## src/inc/vpt_defines.vh

```
// constants for the voice port test and conditioning block
`ifndef VPT_DEFINES_VH
`define VPT_DEFINES_VH
`define VPT_CLK_HZ          50000000
`define VPT_HOLD_MS         2000
`define VPT_WINDOW_MS       4000
`define VPT_TONE_HZ         1000
`define VPT_TRANS_LIMIT     8'hFF
`define VPT_LB_OFF          2'h0
`define VPT_LB_DIGITAL      2'h1
`define VPT_LB_ANALOG       2'h2
`define VPT_PAT_NONE        2'h0
`define VPT_PAT_MILLIWATT   2'h1
`define VPT_PAT_QUIET       2'h2
`define VPT_INJ_PCM         3'h0
`define VPT_INJ_300HZ       3'h1
`define VPT_INJ_1KHZ        3'h2
`define VPT_INJ_3KHZ        3'h3
`define VPT_INJ_QUIET       3'h4
`define VPT_RATE_64K        3'h0
`define VPT_RATE_24K_1      3'h1
`define VPT_RATE_32K_1      3'h2
`define VPT_RATE_40K_1      3'h3
`define VPT_RATE_24K_2      3'h4
`define VPT_RATE_32K_2      3'h5
`define VPT_RATE_40K_2      3'h6
`define VPT_RES_NA          2'h0
`define VPT_RES_LAST        2'h3
`define VPT_TEST_NA         2'h0
`define VPT_TEST_OFF        2'h1
`define VPT_TEST_ON         2'h2
`define VPT_ST_IDLE         3'h0
`define VPT_ST_CALL         3'h1
`define VPT_ST_HOLD         3'h2
`define VPT_ST_BUSY         3'h3
`define VPT_ST_TC           3'h4
`define VPT_BAL_FIRST_BALANCE_SET        24'h000000
`define VPT_PCM_QUIET       8'hFF
`define VPT_PCM_MW_LEVEL    8'h7F
`endif

```

## src/core/vpt_port.v

```verilog
// per-port trunk conditioning, loopback, pattern, rate and test logic
// Operation
// - on carrier group alarm, condition port idle or busy per selection
// - active call held two seconds, dropped, then busy until alarm ends
// - alarm clear returns port to idle automatically
// - loopback selection is off, digital or analog
// - pattern goes only to selected port; none disables generation
// - milliwatt mode sends 1 kHz reference tone, receive adjust added to its level
// - quiet pattern terminates line, sends no analog signal
// - default rate is 64K with no compression resource
// - rate changes refused when no compression resource card installed
// - compressed pairs sum to 64K: 24/40, 32/32, 40/24
// - suffix 1 maps to odd half, suffix 2 to even half
// - resource reads n/a at 64K; otherwise one of three positions
// - monitor alarms when any signaling bit toggles over 255 in four seconds
// - transition monitor powers up off, flips on each toggle command
// - test status n/a for inactive port or WAN, else off or on
// - transmit and receive signaling bits exposed for monitoring only
// - bus-connect systems never override receive signaling bits
// - tone injection only in cross-connect systems
// - injection choices pcm, 300Hz, 1kHz, 3kHz, quiet; pcm default
// - hybrid balance loads three-byte pattern; only first set active
// - user pass-through forwards network pcm unchanged
// - distinct trunk-conditioning status while alarm conditions port
`include "vpt_defines.vh"
module vpt_port #(
    parameter HOLD_CYCLES   = (`VPT_CLK_HZ / 1000) * `VPT_HOLD_MS,
    parameter WINDOW_CYCLES = (`VPT_CLK_HZ / 1000) * `VPT_WINDOW_MS
) (
    input  wire        clock_i,
    input  wire        rst_n_i,
    input  wire        port_active_i,
    input  wire        wan_active_i,
    input  wire        carrier_group_alarm_i,
    input  wire        alarm_conditioning_select_i,
    input  wire        call_active_i,
    input  wire        test_mode_i,
    input  wire        cross_connect_i,
    input  wire        port_selected_i,
    input  wire [1:0]  loopback_select_i,
    input  wire [1:0]  test_pattern_select_i,
    input  wire [4:0]  receive_level_adjust_i,
    input  wire [2:0]  balance_set_i,
    input  wire        resource_installed_i,
    input  wire        rate_write_i,
    input  wire [2:0]  rate_i,
    input  wire [1:0]  resource_position_i,
    input  wire        monitor_toggle_i,
    input  wire [3:0]  transmit_signaling_bits_i,
    input  wire [3:0]  receive_signaling_bits_i,
    input  wire [2:0]  user_side_injection_i,
    input  wire [2:0]  network_side_injection_i,
    input  wire [7:0]  pcm_from_network_i,
    input  wire [7:0]  pcm_from_user_i,
    output reg  [7:0]  pcm_user_side_injection_o,
    output reg  [7:0]  pcm_to_network_o,
    output reg  [2:0]  port_status_o,
    output reg         drop_call_o,
    output reg         present_busy_o,
    output reg  [1:0]  loopback_o,
    output reg         line_terminate_o,
    output reg  [23:0] balance_pattern_o,
    output reg  [2:0]  rate_o,
    output reg         pair_even_o,
    output reg  [1:0]  resource_o,
    output reg  [1:0]  test_status_o,
    output reg         monitor_on_o,
    output reg         sig_alarm_o,
    output reg  [3:0]  transmit_signaling_bits_o,
    output reg  [3:0]  receive_signaling_bits_o
);
    localparam S_IDLE = 4'b0001;
    localparam S_HOLD = 4'b0010;
    localparam S_BUSY = 4'b0100;
    localparam S_IDLE_TC = 4'b1000;

    // a 1 kHz sine is crudely approximated by a square wave toggled every TONE_HALF clocks
    localparam TONE_HALF = `VPT_CLK_HZ / (2 * `VPT_TONE_HZ);
    localparam T300_HALF = `VPT_CLK_HZ / 600;
    localparam T3K_HALF  = `VPT_CLK_HZ / 6000;

    reg [3:0]  state_reg;
    reg [3:0]  state_next;
    reg [31:0] hold_reg;
    reg [31:0] window_reg;
    reg [31:0] tone_cnt_reg;
    reg        tone1k_reg;
    reg [31:0] t300_reg;
    reg        t300_ph_reg;
    reg [31:0] t3k_reg;
    reg        t3k_ph_reg;
    reg        boundary_reg;
    reg [3:0]  sig_a_reg;
    reg [3:0]  sig_b_reg;
    reg [3:0]  sig_c_reg;
    reg [3:0]  rsig_a_reg;
    reg [3:0]  rsig_b_reg;
    reg [3:0]  rsig_c_reg;
    reg        alarm_a_reg;
    reg        alarm_b_reg;
    reg        alarm_c_reg;
    wire [7:0] overrun;
    wire       alarm = alarm_b_reg & alarm_c_reg;
    wire       alarm_clr = ~alarm_b_reg & ~alarm_c_reg;
    wire       in_use = port_active_i & wan_active_i;

    function [7:0] tone_sample;
        input       phase;
        input [4:0] level;
        reg   [7:0] magnitude;
        begin
            // level is added to the reference amplitude, mu-law style sign bit
            magnitude   = ((`VPT_PCM_MW_LEVEL >> 1) & 8'h7F) + {3'h0, level};
            tone_sample = {phase, magnitude[6:0]};
        end
    endfunction

    function [7:0] inject;
        input [2:0] sel;
        input [7:0] pass;
        begin
            case (sel)
                `VPT_INJ_300HZ: inject = tone_sample(t300_ph_reg, 5'h00);
                `VPT_INJ_1KHZ:  inject = tone_sample(tone1k_reg, 5'h00);
                `VPT_INJ_3KHZ:  inject = tone_sample(t3k_ph_reg, 5'h00);
                `VPT_INJ_QUIET: inject = `VPT_PCM_QUIET;
                default:        inject = pass;
            endcase
        end
    endfunction

    function rate_valid;
        input [2:0] r;
        begin
            rate_valid = (r <= `VPT_RATE_40K_2);
        end
    endfunction

    // alarm is a pin from the wan side: three-flop filter
    always @(posedge clock_i or negedge rst_n_i) begin
        if (!rst_n_i) begin
            alarm_a_reg <= 1'b0;
            alarm_b_reg <= 1'b0;
            alarm_c_reg <= 1'b0;
            sig_a_reg   <= 4'h0;
            sig_b_reg   <= 4'h0;
            sig_c_reg   <= 4'h0;
            rsig_a_reg  <= 4'h0;
            rsig_b_reg  <= 4'h0;
            rsig_c_reg  <= 4'h0;
        end else begin
            alarm_a_reg <= carrier_group_alarm_i;
            alarm_b_reg <= alarm_a_reg;
            alarm_c_reg <= alarm_b_reg;
            sig_a_reg   <= transmit_signaling_bits_i;
            sig_b_reg   <= sig_a_reg;
            sig_c_reg   <= sig_b_reg;
            rsig_a_reg  <= receive_signaling_bits_i;
            rsig_b_reg  <= rsig_a_reg;
            rsig_c_reg  <= rsig_b_reg;
        end
    end

    always @* begin
        state_next = state_reg;
        case (state_reg)
            S_IDLE: begin
                if (alarm && call_active_i)
                    state_next = S_HOLD;
                else if (alarm && alarm_conditioning_select_i)
                    state_next = S_BUSY;
                else if (alarm)
                    state_next = S_IDLE_TC;
            end
            S_HOLD: begin
                if (alarm_clr)
                    state_next = S_IDLE;
                else if (hold_reg == HOLD_CYCLES - 1)
                    state_next = S_BUSY;
            end
            S_BUSY: if (alarm_clr) state_next = S_IDLE;
            S_IDLE_TC: if (alarm_clr) state_next = S_IDLE;
            default: state_next = S_IDLE;
        endcase
    end

    always @(posedge clock_i or negedge rst_n_i) begin
        if (!rst_n_i) begin
            state_reg <= S_IDLE;
            hold_reg  <= 32'h0;
        end else begin
            state_reg <= state_next;
            hold_reg  <= (state_reg == S_HOLD) ? hold_reg + 32'h1 : 32'h0;
        end
    end

    // free-running tone and interval timers
    always @(posedge clock_i or negedge rst_n_i) begin
        if (!rst_n_i) begin
            tone_cnt_reg <= 32'h0;
            tone1k_reg   <= 1'b0;
            t300_reg     <= 32'h0;
            t300_ph_reg  <= 1'b0;
            t3k_reg      <= 32'h0;
            t3k_ph_reg   <= 1'b0;
            window_reg   <= 32'h0;
            boundary_reg <= 1'b0;
        end else begin
            tone_cnt_reg <= (tone_cnt_reg == TONE_HALF - 1) ? 32'h0 : tone_cnt_reg + 32'h1;
            if (tone_cnt_reg == TONE_HALF - 1)
                tone1k_reg <= ~tone1k_reg;
            t300_reg <= (t300_reg == T300_HALF - 1) ? 32'h0 : t300_reg + 32'h1;
            if (t300_reg == T300_HALF - 1)
                t300_ph_reg <= ~t300_ph_reg;
            t3k_reg <= (t3k_reg == T3K_HALF - 1) ? 32'h0 : t3k_reg + 32'h1;
            if (t3k_reg == T3K_HALF - 1)
                t3k_ph_reg <= ~t3k_ph_reg;
            window_reg   <= (window_reg == WINDOW_CYCLES - 1) ? 32'h0 : window_reg + 32'h1;
            boundary_reg <= (window_reg == WINDOW_CYCLES - 1);
        end
    end

    genvar g;
    generate
        for (g = 0; g < 4; g = g + 1) begin : g_sig
            vpt_sig_counter u_tx (
                .clock_i    (clock_i),
                .rst_n_i    (rst_n_i),
                .bit_i      (sig_c_reg[g]),
                .enable_i   (monitor_on_o & in_use),
                .boundary_i (boundary_reg),
                .overrun_o  (overrun[g])
            );
            vpt_sig_counter u_rx (
                .clock_i    (clock_i),
                .rst_n_i    (rst_n_i),
                .bit_i      (rsig_c_reg[g]),
                .enable_i   (monitor_on_o & in_use),
                .boundary_i (boundary_reg),
                .overrun_o  (overrun[g + 4])
            );
        end
    endgenerate

    always @(posedge clock_i or negedge rst_n_i) begin
        if (!rst_n_i) begin
            pcm_user_side_injection_o             <= `VPT_PCM_QUIET;
            pcm_to_network_o          <= `VPT_PCM_QUIET;
            port_status_o             <= `VPT_ST_IDLE;
            drop_call_o               <= 1'b0;
            present_busy_o            <= 1'b0;
            loopback_o                <= `VPT_LB_OFF;
            line_terminate_o          <= 1'b0;
            balance_pattern_o         <= `VPT_BAL_FIRST_BALANCE_SET;
            rate_o                    <= `VPT_RATE_64K;
            pair_even_o               <= 1'b0;
            resource_o                <= `VPT_RES_NA;
            test_status_o             <= `VPT_TEST_NA;
            monitor_on_o              <= 1'b0;
            sig_alarm_o               <= 1'b0;
            transmit_signaling_bits_o <= 4'h0;
            receive_signaling_bits_o  <= 4'h0;
        end else begin
            if (monitor_toggle_i)
                monitor_on_o <= ~monitor_on_o;
            // sticky until the monitor is turned off
            if (!monitor_on_o)
                sig_alarm_o <= 1'b0;
            else if (|overrun)
                sig_alarm_o <= 1'b1;
            // monitor only: inputs are echoed, no override path exists
            transmit_signaling_bits_o <= sig_c_reg;
            receive_signaling_bits_o  <= rsig_c_reg;
            drop_call_o    <= (state_next == S_BUSY) && (state_reg == S_HOLD);
            present_busy_o <= (state_reg == S_BUSY);
            if (!port_active_i)
                port_status_o <= `VPT_ST_IDLE;
            else if (state_reg != S_IDLE)
                port_status_o <= `VPT_ST_TC;
            else
                port_status_o <= call_active_i ? `VPT_ST_CALL : `VPT_ST_IDLE;
            if (loopback_select_i <= `VPT_LB_ANALOG)
                loopback_o <= loopback_select_i;
            line_terminate_o <= port_selected_i &&
                                (test_pattern_select_i == `VPT_PAT_QUIET);
            // only the first set is active; reserved sets keep it
            balance_pattern_o <= `VPT_BAL_FIRST_BALANCE_SET;
            if (rate_write_i && resource_installed_i && rate_valid(rate_i)) begin
                rate_o      <= rate_i;
                pair_even_o <= (rate_i >= `VPT_RATE_24K_2);
            end
            if (rate_o == `VPT_RATE_64K)
                resource_o <= `VPT_RES_NA;
            else if (resource_position_i != `VPT_RES_NA)
                resource_o <= resource_position_i;
            if (!in_use)
                test_status_o <= `VPT_TEST_NA;
            else
                test_status_o <= test_mode_i ? `VPT_TEST_ON : `VPT_TEST_OFF;
            // user direction: pattern first, then injection, else pass-through
            if (port_selected_i && test_pattern_select_i == `VPT_PAT_MILLIWATT)
                pcm_user_side_injection_o <= tone_sample(tone1k_reg, receive_level_adjust_i);
            else if (port_selected_i && test_pattern_select_i == `VPT_PAT_QUIET)
                pcm_user_side_injection_o <= `VPT_PCM_QUIET;
            else if (cross_connect_i)
                pcm_user_side_injection_o <= inject(user_side_injection_i, pcm_from_network_i);
            else
                pcm_user_side_injection_o <= pcm_from_network_i;
            if (cross_connect_i)
                pcm_to_network_o <= inject(network_side_injection_i, pcm_from_user_i);
            else
                pcm_to_network_o <= pcm_from_user_i;
        end
    end
endmodule // vpt_port

```

## src/core/vpt_sig_counter.v

```verilog
// transition counter for one signaling bit over the monitoring interval
`include "vpt_defines.vh"
module vpt_sig_counter (
    input  wire clock_i,
    input  wire rst_n_i,
    input  wire bit_i,
    input  wire enable_i,
    input  wire boundary_i,
    output reg  overrun_o
);
    reg       last_reg;
    reg [7:0] count_reg;
    wire      toggle = bit_i ^ last_reg;

    always @(posedge clock_i or negedge rst_n_i) begin
        if (!rst_n_i) begin
            last_reg  <= 1'b0;
            count_reg <= 8'h00;
            overrun_o <= 1'b0;
        end else begin
            last_reg <= bit_i;
            if (!enable_i || boundary_i) begin
                count_reg <= 8'h00;
                overrun_o <= 1'b0;
            end else if (toggle) begin
                // saturate: the 256th toggle is the one that exceeds the limit
                if (count_reg == `VPT_TRANS_LIMIT)
                    overrun_o <= 1'b1;
                else
                    count_reg <= count_reg + 8'h01;
            end
        end
    end
endmodule // vpt_sig_counter

```

## config.mk

```make
export PLATFORM = sky130hd
export DESIGN_NAME = vpt_port
export DESIGN_NICKNAME = d
export VERILOG_FILES = /design/src/core/vpt_port.v /design/src/core/vpt_sig_counter.v
export VERILOG_INCLUDE_DIRS = /design/src /design/src/inc
export SDC_FILE = /design/constraint.sdc
export NUM_CORES = 1
export LEC_CHECK = 0
export BUFFER_PORTS_ARGS = -buffer_cell sky130_fd_sc_hd__buf_4
export CAP_MARGIN = 5
export CORE_MARGIN = 2
export CORE_UTILIZATION = 60
export CTS_CLUSTER_SIZE = 24
export DETAILED_ROUTE_END_ITERATION = 8
export PLACE_DENSITY = 0.82
export SKIP_CTS_REPAIR_TIMING = 1
export SLEW_MARGIN = 15
export SYNTH_ARGS = -nofsm -noshare
export SYNTH_HDL_FRONTEND = slang
export SYNTH_SLANG_ARGS = --single-unit
```

## constraint.sdc

```tcl
create_clock -name clock_i -period 2.5 [get_ports clock_i]
set_input_delay 0.375 -clock clock_i [delete_from_list [all_inputs] [get_ports clock_i]]
set_output_delay 0.375 -clock clock_i [all_outputs]
set_load 0.005 [all_outputs]
```

==> results.cfg, run 1 <==
[die]
coreArea_um2 = 23500
io_pins = 126
start_util_pct = 61.2
num_rows = 56
design.die.area_um2 = 25200
die_h_um = 159
die_x_um = 159

[final_layout]
final_nets = 1583
drive_gt1_share_pct = 13.1
area_delta_synth_final_pct = 15.8
antennaDiodeCount = 0

[yosys]
synthCells = 1384
ys_warn_count = 0
synth.distinct_cells = 59
syn_area_um2 = 14400
ys_seq_area_share_pct = 53.8
synth_edf_count = 0
ys.flop_type = dfrtp_1
synth_async_sr_flop_share_pct = 100
syn_area_per_cell_um2 = 10.4
ys_seq_elements = 308

[timing]
worst_hold_slack_ps = 2.15
finalHoldViolations = 0
setup_viol = 0
slew_headroom_pct = 52.7
maxSlewViolCount = 0
post-route-period-util_pct = 86.2
setup_tns_ps = 0
rsz0062_at_grt = no
fmax_mhz = 464
worst_pin_slew_ps = 699
skew_ps = 16.0
post-route-min-period_ps = 2160

[status]
status = finished, final reports clean

[worst_setup_path]
crit_type = flip-flop to flip-flop
crit_fanout = 12
cp.arrival_ps = 2650
required_ps = 2990
critical_path.slowest_cell = or4_1
start_kind = flip-flop
worstPathCellList = nand4_2 > or4_1 > buf_4 > or3_1 > a21oi_1
crit_path_end_kind = flip-flop
crit_buf_inv = 1
crit_family = simple AND/OR/NAND/NOR gates
cpPeakStageDelay_ps = 760

[clocking]
cts_num_sinks = 308
cts_tree = done
clock_path_buffers = 3
htree_levels = 1
clk_latency_ps = 560
clkTransAtPathRegs_ps = 60
cts_root_buf = clkbuf_16
numCtsBuffers = 31

[route]
wl_per_cell_um = 15.8
drt_wl_total_um = 29300
drtIter0Drc = 864
final_antenna_net_count = 0
viasPerCell = 5.90
remaining_drc_errors = 0
vias = 10900
drt-pass1-iter-count = 6

[job]
maxCapViolations = 0

[global_routing]
grt_pass1_vias = 10300
grt-ovfl-total = 0
grtUsageTotal_pct = 22.9
antenna_found_initial = 0
grt_pass1_wl_um = 49100
grt_max_degree = 72

[placed_design]
place_congestion = 0.847
hpwl_um = 19600
portBuffers = 97

[min_path]
hold_path_class = input port to flip-flop

[power]
vdd_drop_max_uv = 478
powerDensity_nw_per_um2 = 639
p_leak_nw = 7.11
## power breakdown
| group | switching (W) | internal, W | leakage (nW) | total, W |
|---|---|---|---|---|
| sequential | 0.0000843 | 0.00511 | 4.08 | 0.00519 |
| combinational | 0.000360 | 0.000267 | 2.50 | 0.000627 |
| clock | 0.00194 | 0.00287 | 0.525 | 0.00481 |
| total | 0.00239 | 0.00824 | 7.11 | 0.0106 |
## cell usage after synthesis, types with 7 or more instances
cell	count	area (µm²)
nor4_1	34	213
dfrtp_1	291	7280
nor4b_1	14	123
nand2_1	89	334
nand3_1	85	425
nor2_1	97	364
dfstp_2	17	447
and3_1	27	169
and4_1	26	228
nand2b_1	9	56.3
nor3b_1	8	60.1
clkbuf_1	26	97.6
ha_1	16	200
inv_1	38	143
mux2i_1	7	70.1
nor3_1	45	225
o31ai_1	24	180
or3_1	42	263
a21oi_1	79	395
nand4_1	62	388
buf_4	33	248
xnor2_1	66	578
o21ai_0	55	275
and2_1	10	62.6
or4_1	28	210
xor2_1	81	709
a41oi_1	7	61.3
## logic make-up (layout without fill, tap and decap cells)
family          after synthesis  after routing  share of synthesized area (%)
xor+xnor                    147            147                           8.97
flops                       308            308                           53.8
simple gates                595            595                           22.8
mux                          11             11                          0.802
compound gates              205            205                           8.62
buf+inv                     101            225                           3.53
other cells                   1             25                         0.0261
fa+ha+maj                    16             16                           1.39
## final timing paths
kind / to / startpoint / depth (start not counted) / slack (ps)
max: window_reg[17] / window_reg[5] / 5 / 340
min: loopback_o[1] / loopback_select_i[0] / 2 / 2
min in group asynchronous: t3k_reg[2] / rst_n_i / 2 / 360
min reg2reg: sig_c_reg[2] / sig_b_reg[2] / 0 / 350
max reg2reg: window_reg[17] / window_reg[5] / 5 / 340
max in group asynchronous: rate_o[1] / rst_n_i / 3 / 1340
## through the flow
step	utilization [%]	std cells	setup slack (ps)	power [W]	cell area, µm²
5_1_grt	70.8	1851	193	0.0110	16600
3_5_place_dp	65.6	1779	375	0.00590	15400
6_report	70.8	1851	344	0.0106	16600
3_3_place_gp	65.6	1779	417	0.00588	15400
4_1_cts	70.2	1837	354	0.0107	16500
2_1_floorplan	-	1408	610	0.00554	14500
## layout make-up
type	count	area, µm²
clock buffer	39	866
timing repair buffer	129	1060
multi-input combinational	999	6210
clock inverter	19	215
inverter	38	143
fill	1668	6850
tap	319	399
sequential	308	7730
## cells in the final DEF (no fill, tap or decap), types with 34 or more instances in the layout
master,n
nand4_1,62
nor4_1,34
a21oi_1,79
nand2_1,89
inv_1,38
xor2_1,81
xnor2_1,66
nand3_1,85
o21ai_0,55
nor2_1,97
nor3_1,45
dfrtp_1,291
or3_1,42
buf_4,110
## layer usage
metal | vias up | global-route usage, % | part of all wire, %
met4 | 0 | 5.67 | 1.4
met5 | - | 0 | 0
met2 | 237 | 38.0 | 50
met1 | 5420 | 32.1 | 45
met3 | 36 | 3.11 | 3.6
li1 | 5229 | - | -
No activity file was read; power rests on OpenSTA's default activity.
==> run 2: changes to the inputs <==
--- a/config.mk
+++ b/config.mk
@@ -9,10 +9,10 @@
 export BUFFER_PORTS_ARGS = -buffer_cell sky130_fd_sc_hd__buf_4
 export CAP_MARGIN = 5
 export CORE_MARGIN = 2
-export CORE_UTILIZATION = 60
+export CORE_UTILIZATION = 25
 export CTS_CLUSTER_SIZE = 24
 export DETAILED_ROUTE_END_ITERATION = 8
-export PLACE_DENSITY = 0.82
+export PLACE_DENSITY = 0.42
 export SKIP_CTS_REPAIR_TIMING = 1
 export SLEW_MARGIN = 15
 export SYNTH_ARGS = -nofsm -noshare
==> results.cfg, run 2 (synthesis results as in run 1) <==
[clocking]
clk_latency_ps = 550
clkTransAtPathRegs_ps = 60
clock_path_buffers = 3
cts_root_buf = clkbuf_16
cts_num_sinks = 308
htree_levels = 2
numCtsBuffers = 39
cts_tree = done

[power]
p_leak_nw = 7.28
vdd_drop_max_uv = 414
powerDensity_nw_per_um2 = 668

[worst_setup_path]
crit_buf_inv = 1
crit_family = simple AND/OR/NAND/NOR gates
crit_fanout = 9
crit_type = flip-flop to flip-flop
worstPathCellList = nand4_2 > or4_1 > buf_4 > or3_1 > a21oi_1
start_kind = flip-flop
critical_path.slowest_cell = or4_1
cp.arrival_ps = 2630
cpPeakStageDelay_ps = 740
required_ps = 2980
crit_path_end_kind = flip-flop

[global_routing]
antenna_found_initial = 1
grtUsageTotal_pct = 10.9
grt_pass1_vias = 10600
grt_use_met1_pct = 15.1
use_met2_pct = 16.9
grt_max_degree = 86
busiest_layer = met2
grt-ovfl-total = 0
use_met3_pct = 2.45
grt_pass1_wl_um = 54500

[die]
io_pins = 126
start_util_pct = 25.4
die_x_um = 244
die_h_um = 244
design.die.area_um2 = 59400
num_rows = 87
coreArea_um2 = 56600

[timing]
worst_pin_slew_ps = 759
setup_tns_ps = 0
post-route-min-period_ps = 2150
setup_viol = 0
rsz0062_at_grt = no
fmax_mhz = 464
worst_hold_slack_ps = 7.71
finalHoldViolations = 0
post-route-period-util_pct = 86.2
skew_ps = 18.6
maxSlewViolCount = 0
slew_headroom_pct = 49.4

[route]
drtIter0Drc = 618
remaining_drc_errors = 0
vias = 10700
viasPerCell = 4.63
final_antenna_net_count = 0
drt-pass1-iter-count = 7
wl_per_cell_um = 13.7
drt_wl_total_um = 31700

[placed_design]
place_congestion = 0.761
hpwl_um = 20800
portBuffers = 97

[status]
status = finished, final reports clean

[final_layout]
drive_gt1_share_pct = 13.8
final_nets = 1598
mostFrequentLayoutCell = dfrtp_1
mostFrequentLayoutCells = 291 x dfrtp_1, 116 x buf_4, 97 x nor2_1
antennaDiodeCount = 0
area_delta_synth_final_pct = 21.9

[min_path]
hold_path_class = input port to flip-flop

[job]
maxCapViolations = 0
==> run 2: layer usage <==
metal,wire (µm),vias up
met5,0,-
met4,721,0
met3,1330,50
met2,14100,151
met1,15500,5206
li1,-,5277
==> run 2: worst paths after layout <==
kind                       slack (ps)                 start  cells after the start          endpoint
min in group asynchronous         280               rst_n_i                      2  tone_cnt_reg[10]
max reg2reg                       350         window_reg[5]                      5    window_reg[19]
min reg2reg                       340          sig_a_reg[3]                      0      sig_b_reg[3]
max in group asynchronous        1450               rst_n_i                      3      hold_reg[11]
max                               350         window_reg[5]                      5    window_reg[19]
min                                 8  loopback_select_i[0]                      2     loopback_o[1]
==> run 2: per-stage QoR <==
stage | cells | instance area (µm²) | util [%] | setup slack (ps) | total power (W)
after floorplan | 1408 | 14500 | - | 610 | 0.00554
after global placement | 2222 | 16000 | 28.3 | 349 | 0.00591
after detailed placement | 2222 | 16000 | 28.3 | 357 | 0.00592
after CTS | 2294 | 17400 | 30.7 | 347 | 0.0120
after global routing | 2309 | 17500 | 30.9 | 240 | 0.0123
final | 2309 | 17500 | 30.9 | 345 | 0.0117
==> run 2: final cells by class <==
type / instances / area [µm²]
timing repair buffer: 136 / 1120
inverter: 38 / 143
clock inverter: 17 / 215
tap: 756 / 946
multi-input combinational: 999 / 6210
sequential: 308 / 7730
fill: 5873 / 39100
clock buffer: 55 / 1140
==> run 2: report_power, final <==
| group | total (W) | internal (W) | switching [W] | leakage, nW |
|---|---|---|---|---|
| combinational | 0.000631 | 0.000271 | 0.000360 | 2.54 |
| sequential | 0.00519 | 0.00511 | 0.0000745 | 4.08 |
| clock | 0.00587 | 0.00360 | 0.00227 | 0.659 |
| total | 0.0117 | 0.00899 | 0.00270 | 7.28 |
==> run 2: worst register-to-register path, delay by kind of cell (launching register included) <==
family                 cells  cell delay (ps)
buffers and inverters      1              240
AOI/OAI and AO/OA          1              150
DFF                        1              440
and+or+nand+nor            3             1260
